## config.mk

```make
export PLATFORM = sky130hd
export DESIGN_NAME = tx_descriptor_command_decode
export DESIGN_NICKNAME = d
export VERILOG_FILES = /design/src/rtl/tx_cmd_pkg.sv /design/src/rtl/tx_descriptor_command_decode.sv
export SDC_FILE = /design/constraint.sdc
export NUM_CORES = 1
export LEC_CHECK = 0
export BUFFER_PORTS_ARGS = -buffer_cell sky130_fd_sc_hd__buf_2
export CAP_MARGIN = 0
export CORE_AREA = 2 2 132 134
export DETAILED_ROUTE_END_ITERATION = 7
export DIE_AREA = 0 0 134 136
export GPL_TIMING_DRIVEN = 0
export PLACE_DENSITY = 0.74
export SETUP_SLACK_MARGIN = 0.05
export SLEW_MARGIN = 20
export SYNTH_ARGS = -nofsm -noshare
export SYNTH_HDL_FRONTEND = slang
export SYNTH_SLANG_ARGS = --single-unit
export TNS_END_PERCENT = 5
```

## constraint.sdc

```tcl
create_clock -name clk_i -period 2.3 [get_ports clk_i]
set_clock_uncertainty 0.2 [all_clocks]
set_input_delay 0.115 -clock clk_i [delete_from_list [all_inputs] [get_ports clk_i]]
set_output_delay 0.115 -clock clk_i [all_outputs]
set_load 0.01 [all_outputs]
```

## src/rtl/tx_cmd_pkg.sv

```systemverilog
package tx_cmd_pkg;
  // command byte fields
  localparam int CMD_EOP = 0;
  localparam int CMD_CRC_APPEND_REQUEST = 1;
  localparam int CMD_IC = 2;
  localparam int CMD_RS = 3;
  localparam int CMD_RPS = 4;
  localparam int CMD_FORMAT_EXTENSION = 5;
  localparam int CMD_VLE = 6;
  localparam int CMD_IDE = 7;
  localparam int STA_DONE = 0;
  // register byte addresses
  localparam logic [7:0] ADDR_CTRL = 8'h00;
  localparam logic [7:0] ADDR_DELAY = 8'h04;
  localparam logic [7:0] ADDR_VTYPE = 8'h08;
  localparam logic [7:0] ADDR_STAT = 8'h0C;
  localparam logic [7:0] ADDR_HEAD = 8'h10;
  // control register bits
  localparam int CTL_VME = 0;
  localparam int CTL_MASK = 1;
  localparam int CTL_BURST = 2;
  localparam int CTL_RPS_SUP = 3;
  localparam logic [3:0] CTRL_RST = 4'h0;
  localparam logic [15:0] DELAY_RST = 16'h0000;
  localparam logic [15:0] VTYPE_RST = 16'h8100;
  localparam logic [15:0] TIMER_ZERO = 16'h0000;
  localparam logic [15:0] TIMER_ONE = 16'h0001;
  localparam logic [15:0] HEAD_ONE = 16'h0001;
  localparam logic [15:0] LEN_ONE = 16'h0001;

  typedef struct packed {
    logic [63:0] addr;
    logic [15:0] len;
    logic [7:0] cso;
    logic [7:0] cmd;
    logic [7:0] checksum_begin_offset;
    logic [15:0] special;
  } desc_t;

  typedef struct packed {
    logic eop;
    logic vlan;
    logic fcs;
    logic csum;
    logic [7:0] checksum_begin_offset;
    logic [7:0] cso;
    logic [15:0] vtype;
    logic [15:0] tag;
    logic no_data;
  } pkt_ctl_t;

  typedef struct packed {
    logic [15:0] index;
    logic [7:0] status;
  } wb_t;
endpackage

```

## src/rtl/tx_descriptor_command_decode.sv

```systemverilog
`timescale 1ns/100ps
// Function
// - command byte bit map, seven down to zero
// - rs with ide loads delay countdown
// - countdown zero raises masked transmit interrupt
// - every ide descriptor reloads running countdown
// - rs without ide interrupts now, clears timer
// - vlan tag insertion forces crc append
// - tag request ignored without vlan mode
// - report after send waits for wire
// - pending send blocks head and write-backs
// - rs requests status write-back
// - checksum from begin offset, written at offset
// - checksum ignored for out-of-range offsets
// - untagged frames append crc on request
// - last fragment ends the packet
// - packet options honoured only at last fragment
// - done flag only with report completion
// - empty descriptors move no data
// - write-back immediate unless bursting enabled
// - done flag at status bit zero
// - done covers all earlier descriptors
module tx_descriptor_command_decode (
  input wire logic clk_i,
  input wire logic rst_i,
  // wishbone slave
  input wire logic wb_cyc_i,
  input wire logic wb_stb_i,
  input wire logic wb_we_i,
  input wire logic [7:0] wb_adr_i,
  input wire logic [3:0] wb_sel_i,
  input wire logic [31:0] wb_dat_i,
  output logic [31:0] wb_dat_o,
  output logic wb_ack_o,
  // descriptor fetched in ring order
  input wire logic desc_valid_i,
  input wire tx_cmd_pkg::desc_t desc_i,
  output logic desc_ready_o,
  // packet controls toward the datapath
  output logic data_valid_o,
  output tx_cmd_pkg::pkt_ctl_t data_ctl_o,
  input wire logic data_ready_i,
  // end of wire transmission for a report_after_send packet
  input wire logic sent_i,
  // write-back request toward memory
  output logic wb_req_o,
  output tx_cmd_pkg::wb_t wb_info_o,
  input wire logic wb_done_i,
  // burst flush from the write-back coalescer
  input wire logic burst_flush_i,
  output logic head_adv_o,
  output logic [15:0] head_o,
  output logic tx_irq_o
);
  import tx_cmd_pkg::*;

  typedef enum logic [1:0] {IDLE, ISSUE, WAIT_SENT, WRITE} state_t;
  state_t state_r, state_nxt;

  logic [3:0] ctrl_r;
  logic [15:0] delay_r;
  logic [15:0] vtype_r;
  logic [15:0] timer_r;
  logic [15:0] head_r;
  logic [15:0] idx_r;
  logic [7:0] cmd_r;
  logic irq_r;
  logic ack_r;
  pkt_ctl_t ctl_r;

  // field decode of the latched command byte
  wire eop = cmd_r[CMD_EOP];
  wire want_crc_append_request = cmd_r[CMD_CRC_APPEND_REQUEST];
  wire want_ic = cmd_r[CMD_IC];
  wire want_rs = cmd_r[CMD_RS];
  wire want_rps = cmd_r[CMD_RPS] & eop & ctrl_r[CTL_RPS_SUP];
  wire want_vle = cmd_r[CMD_VLE];
  wire want_ide = cmd_r[CMD_IDE];
  // extension bit is not decoded: legacy layout assumed

  wire in_cmd = desc_i.cmd[CMD_EOP];
  wire vlan_on = in_cmd & desc_i.cmd[CMD_VLE] & ctrl_r[CTL_VME];
  wire css_ok = {8'h00, desc_i.checksum_begin_offset} < desc_i.len;
  wire cso_ok = {8'h00, desc_i.cso} < (desc_i.len - LEN_ONE);
  wire csum_on = in_cmd & desc_i.cmd[CMD_IC] & css_ok & cso_ok &
    (desc_i.len != TIMER_ZERO);
  wire fcs_on = in_cmd & (vlan_on | desc_i.cmd[CMD_CRC_APPEND_REQUEST]);
  wire empty = (desc_i.addr == 64'h0) | (desc_i.len == TIMER_ZERO);

  wire take = (state_r == IDLE) & desc_valid_i;
  wire issued = (state_r == ISSUE) & (data_ready_i | ctl_r.no_data);
  wire wb_fire = (state_r == WRITE) & wb_done_i;
  wire retire_plain = issued & ~want_rps & ~want_rs;
  wire retire = wb_fire | retire_plain;
  // write-back may be held for bursting, never for the interrupt delay
  wire go_write = ~ctrl_r[CTL_BURST] | burst_flush_i;

  // bus decode
  wire bus_req = wb_cyc_i & wb_stb_i & ~ack_r;
  wire wr = bus_req & wb_we_i;
  wire hit_ctrl = wb_adr_i == ADDR_CTRL;
  wire hit_delay = wb_adr_i == ADDR_DELAY;
  wire hit_vtype = wb_adr_i == ADDR_VTYPE;
  wire hit_stat = wb_adr_i == ADDR_STAT;
  wire hit_head = wb_adr_i == ADDR_HEAD;
  wire [31:0] rd_data =
    hit_ctrl ? {28'h0, ctrl_r} :
    hit_delay ? {16'h0, delay_r} :
    hit_vtype ? {16'h0, vtype_r} :
    hit_stat ? {13'h0, irq_r, state_r, timer_r} :
    hit_head ? {16'h0, head_r} : 32'h0;

  // interrupt timing
  wire rs_done = wb_fire & want_rs;
  wire load_timer = issued & want_ide;
  wire load_rs = rs_done & want_ide;
  wire imm_irq = rs_done & ~want_ide;
  wire expire = (timer_r == TIMER_ONE) & ~load_timer & ~load_rs;

  always_comb begin
    state_nxt = state_r;
    unique case (state_r)
      IDLE: if (take) state_nxt = ISSUE;
      ISSUE: begin
        if (issued & want_rps) state_nxt = WAIT_SENT;
        else if (issued & want_rs) state_nxt = WRITE;
        else if (issued) state_nxt = IDLE;
      end
      // nothing is written back or advanced until the wire reports
      WAIT_SENT: if (sent_i) state_nxt = WRITE;
      WRITE: if (wb_fire) state_nxt = IDLE;
    endcase
  end

  assign desc_ready_o = state_r == IDLE;
  assign data_valid_o = (state_r == ISSUE) & ~ctl_r.no_data;
  assign data_ctl_o = ctl_r;
  assign wb_req_o = (state_r == WRITE) & go_write;
  assign wb_info_o = '{index: idx_r, status: 8'h01 << STA_DONE};
  assign head_adv_o = retire;
  assign head_o = head_r;
  assign tx_irq_o = irq_r;
  assign wb_dat_o = ack_r ? rd_data : 32'h0;
  assign wb_ack_o = ack_r;

  always_ff @(posedge clk_i) begin
    if (rst_i) begin
      state_r <= IDLE;
      cmd_r <= 8'h00;
      ctl_r <= '0;
      idx_r <= 16'h0000;
      head_r <= 16'h0000;
    end else begin
      state_r <= state_nxt;
      if (take) begin
        cmd_r <= desc_i.cmd;
        idx_r <= head_r;
        ctl_r <= '{eop: in_cmd, vlan: vlan_on, fcs: fcs_on, csum: csum_on,
                   checksum_begin_offset: desc_i.checksum_begin_offset, cso: desc_i.cso, vtype: vtype_r,
                   tag: desc_i.special, no_data: empty};
      end
      if (retire) head_r <= head_r + HEAD_ONE;
    end
  end

  // countdown: reload wins over expiry; rs without ide clears it
  always_ff @(posedge clk_i) begin
    if (rst_i) begin
      timer_r <= TIMER_ZERO;
      irq_r <= 1'b0;
    end else begin
      if (load_rs | load_timer) timer_r <= delay_r;
      else if (imm_irq) timer_r <= TIMER_ZERO;
      else if (timer_r != TIMER_ZERO) timer_r <= timer_r - TIMER_ONE;
      // a zero delay would never count, so an rs reload with it fires at once
      if ((expire | imm_irq | (load_rs & (delay_r == TIMER_ZERO))) &
          ctrl_r[CTL_MASK]) begin
        irq_r <= 1'b1;
      end else if (wr & hit_stat) begin
        irq_r <= 1'b0;
      end
    end
  end

  always_ff @(posedge clk_i) begin
    if (rst_i) begin
      ctrl_r <= CTRL_RST;
      delay_r <= DELAY_RST;
      vtype_r <= VTYPE_RST;
      ack_r <= 1'b0;
    end else begin
      ack_r <= bus_req;
      if (wr & hit_ctrl & wb_sel_i[0]) ctrl_r <= wb_dat_i[3:0];
      if (wr & hit_delay & wb_sel_i[0]) delay_r[7:0] <= wb_dat_i[7:0];
      if (wr & hit_delay & wb_sel_i[1]) delay_r[15:8] <= wb_dat_i[15:8];
      if (wr & hit_vtype & wb_sel_i[0]) vtype_r[7:0] <= wb_dat_i[7:0];
      if (wr & hit_vtype & wb_sel_i[1]) vtype_r[15:8] <= wb_dat_i[15:8];
    end
  end
endmodule

```

==> metrics.md <==
| Metric | Value |
|---|---|
| I/O pin count | 305 |
| CP max-delay cell | nor4b_1 |
| Grt ovf | 0 |
| Drt drc | 0 |
| Share of the synthesized area in the top cell type | 0.407 |
| Worst skew pair latency | 420 ps |
| Met2 usage | 0.485 |
| Setup TNS | 0 ps |
| Syn Area/Cell | 7.83 µm² |
| Synth Instances | 904 |
| Relative slew slack | 0.457 |
| CTS Buf Count | 17 |
| Pins Over Slew Limit | 0 |
| Clk sinks | 144 |
| Arr. time, crit path | 2330 ps |
| Post-place setup slack | -412 ps |
| Worst Path Required | 2390 ps |
| Clock root cell | clkbuf_16 |
| Most used routing layer | met2 |
| Die footprint | 0.0182 mm² |
| CP Cell Sequence | clkbuf_1 -> nand3_1 -> nor4b_1 -> xnor2_1 -> nor2_1 |
| Pwr per Cell Area | 707 mW/mm² |
| Fmax | 447 MHz |
| Fin nets | 1494 |
| Drt first pass iters | 5 |
| Worst VDD drop | 0.541 mV |
| Unrepaired setup endpoints after global routing | true |
| # rows | 48 |
| Combinational power share | 0.235 |
| Final Util | 0.623 |
| WL final | 27700 µm |
| # port buffers | 264 |
| R2r worst-path depth | 5 |
| CTS Buffer Depth | 2 |
| Yosys reg bits | 144 |
| Ys flop type | dfxtp_1 |
| Clock slew at reported path FFs | 60 ps |
| Final hold slack | 17.8 ps |
| Vias in the first global route | 7844 |
| ANT cells | 0 |
| Met1 usage | 0.371 |
| DR vias | 8488 |
| Setup CP Type | flop to flop |
| Placed inst area | 0.00877 mm² |
| GRT Overall Usage | 0.294 |
| Synthesized cell area | 0.00708 mm² |
| Largest net degree at the start of global routing | 17 |
| Total of max-cap violations | 0 |
| Met3 global-route usage | 0.0828 |
| CP endpoint kind | flop |
| CP peak stage delay | 470 ps |
| Net Sw Power | 0.00225 W |
| CTS tree | yes |
| Tmin final | 2240 ps |
| Final Hold Fails | 0 |
| Crit path max-delay family | simple AND/OR/NAND/NOR gates |
| Total number of H-tree levels | 4 |
| Initial Utilization | 0.419 |
| Chip height | 136 µm |
| Post-detailed-route count of antenna-violating nets | 0 |
| Number of synthesized flops with an enable pin | 0 |
| Post-synthesis async set-or-reset flop share | 0 |
| Non-Filler Cell Area, Final | 0.0105 mm² |
| First-pass GRT wire length | 41700 µm |
| Worst-path fanout max | 10 |
| Antenna violations before repair | 1 |
| Seq pwr share | 0.384 |
| Final WS setup | 60.5 ps |
| Hold Crit Class | primary input to flop |
| CP startpoint kind | flop |
| # setup viols final | 0 |
| Synth cell types | 55 |
| Fraction of layout cells with a size suffix above 1 | 0.285 |
| Number of stages on the worst setup path | 5 |
| Core Box Area | 0.0169 mm² |
| DP HPWL | 19600 µm |
| Outcome | complete, no violations |
| Pint | 0.00518 W |
| Die Wd | 134 µm |
| Final period utilization | 0.974 |
| Worst Tran Pin Value | 814 ps |
| Pleak | 4.47 nW |
| Sw Share | 0.303 |
| Bufs and invs on worst path | 1 |
| Synth area leader | dfxtp_1 |
| Vias per cell | 5.52 |
| Sequential-to-total area share from yosys stat | 0.407 |
| GPL Wtd Cong | 0.925 |
| Starting DRT DRC Count | 764 |
| Ys Warns | 0 |
| Clock network fraction of total power | 0.381 |
| WL/cell | 18.0 µm |
| Area contributors post-synth | dfxtp_1 (41%), nand2_1 (10%), a21oi_1 (8.1%), nor2_1 (3.5%), mux2i_1 (3.4%) |
| Worst hold stages | 5 |
| Area delta synth->final | 48.6% |
[power groups by stage]
stage / Clock (W) / Combinational, W / Sequential [W]
floorplan: 0 / 0.000959 / 0.00284
global placement: 0 / 0.00144 / 0.00285
detailed placement: 0 / 0.00147 / 0.00286
CTS: 0.00284 / 0.00162 / 0.00282
global route: 0.00296 / 0.00192 / 0.00287
finish: 0.00283 / 0.00175 / 0.00285
[flip-flops by register name, summed over array words and instances (netlist names), named ones only]
register,count
state_r,1
ctrl_r,4
head_o,16
cmd_r,4
delay_r,16
tx_irq_o,1
timer_r,16
wb_ack_o,1
vtype_r,16
data_ctl_o,52
idx_r,16
[repair_timing]
| item | 4_1_cts | 5_1_grt |
|---|---|---|
| buffers inserted | 1 | 6 |
| endpoints found under the setup margin | 37 | 67 |
| endpoints found under the hold margin | 81 | 0 |
| hold buffers | 90 | 0 |
| pin swaps | 2 | 4 |
| resized for setup | 23 | 33 |
[kinds of logic (layout without fill, tap and decap cells)]
| family | count (synthesis) | count (layout) | synth area share |
|---|---|---|---|
| AND/OR/NAND/NOR | 380 | 380 | 0.249 |
| flip-flops | 144 | 144 | 0.407 |
| adder cells (fa/ha/maj) | 18 | 18 | 0.0318 |
| multiplexers | 25 | 25 | 0.0355 |
| buffers and inverters | 91 | 482 | 0.0624 |
| other | 2 | 21 | 0.00106 |
| XOR/XNOR | 22 | 22 | 0.0272 |
| AO/OA/AOI/OAI | 222 | 222 | 0.185 |
[cells in the mapped netlist, types with 3 or more instances]
library cell  count
a211oi_1          7
a21oi_1         115
a221oi_1         19
a22oi_1          10
a31oi_1           3
and2_1            4
and3_1           10
and4_1            3
buf_2             5
buf_4            23
clkbuf_1         44
dfxtp_1         144
ha_1             18
inv_1            18
mux2i_1          24
nand2_1         188
nand3_1          12
nand4_1          14
nor2_1           66
nor2b_1           9
nor3_1           18
nor3b_1           7
nor4_1           32
nor4b_1           6
o21a_1            3
o21ai_0          41
o22ai_1           3
or2_2             3
xnor2_1          21
[cells in the final DEF (no fill, tap or decap), drive strengths merged, types with 21 or more instances in the layout]
master / count
buf: 301
nand2: 188
dfxtp: 144
a21oi: 115
dlygate4sd3: 90
nor2: 66
clkbuf: 63
o21ai: 41
nor4: 33
mux2i: 24
xnor2: 21
conb: 21
[through the flow]
| stage | instances | power [W] |
|---|---|---|
| floorplan | 923 | 0.00380 |
| global placement | 1412 | 0.00429 |
| detailed placement | 1412 | 0.00432 |
| CTS | 1533 | 0.00728 |
| global route | 1539 | 0.00774 |
| finish | 1539 | 0.00743 |
[final timing paths]
check | startpoint | to | slack (ps)
min reg2reg | idx_r[9] | idx_r[9] | 250
min | desc_i[51] | data_ctl_o[49] | 20
max reg2reg | state_r[0] | head_o[6] | 60
max | state_r[0] | head_o[6] | 60
[worst register-to-register path: stages, from the launching register on]
cell,delay [ps]
dfxtp_1,410
clkbuf_1,440
nand3_1,380
nor4b_1,480
xnor2_1,160
nor2_1,50
[area by class of cell]
class | count | area (µm²)
fillers | 1450 | 6360
multi-input cells | 688 | 4020
flip-flops and latches | 144 | 2880
repair buffers | 361 | 2270
clock buffers | 21 | 460
plain buffers | 72 | 395
well taps | 225 | 282
clock inverters | 10 | 135
inverters | 18 | 67.6
[per-layer routing]
metal,wire length [µm],vias to the layer above
met4,725,2
met1,11300,3981
met5,13,-
met2,12800,479
li1,-,3956
met3,2790,70
(Power assumes the default switching activity.)
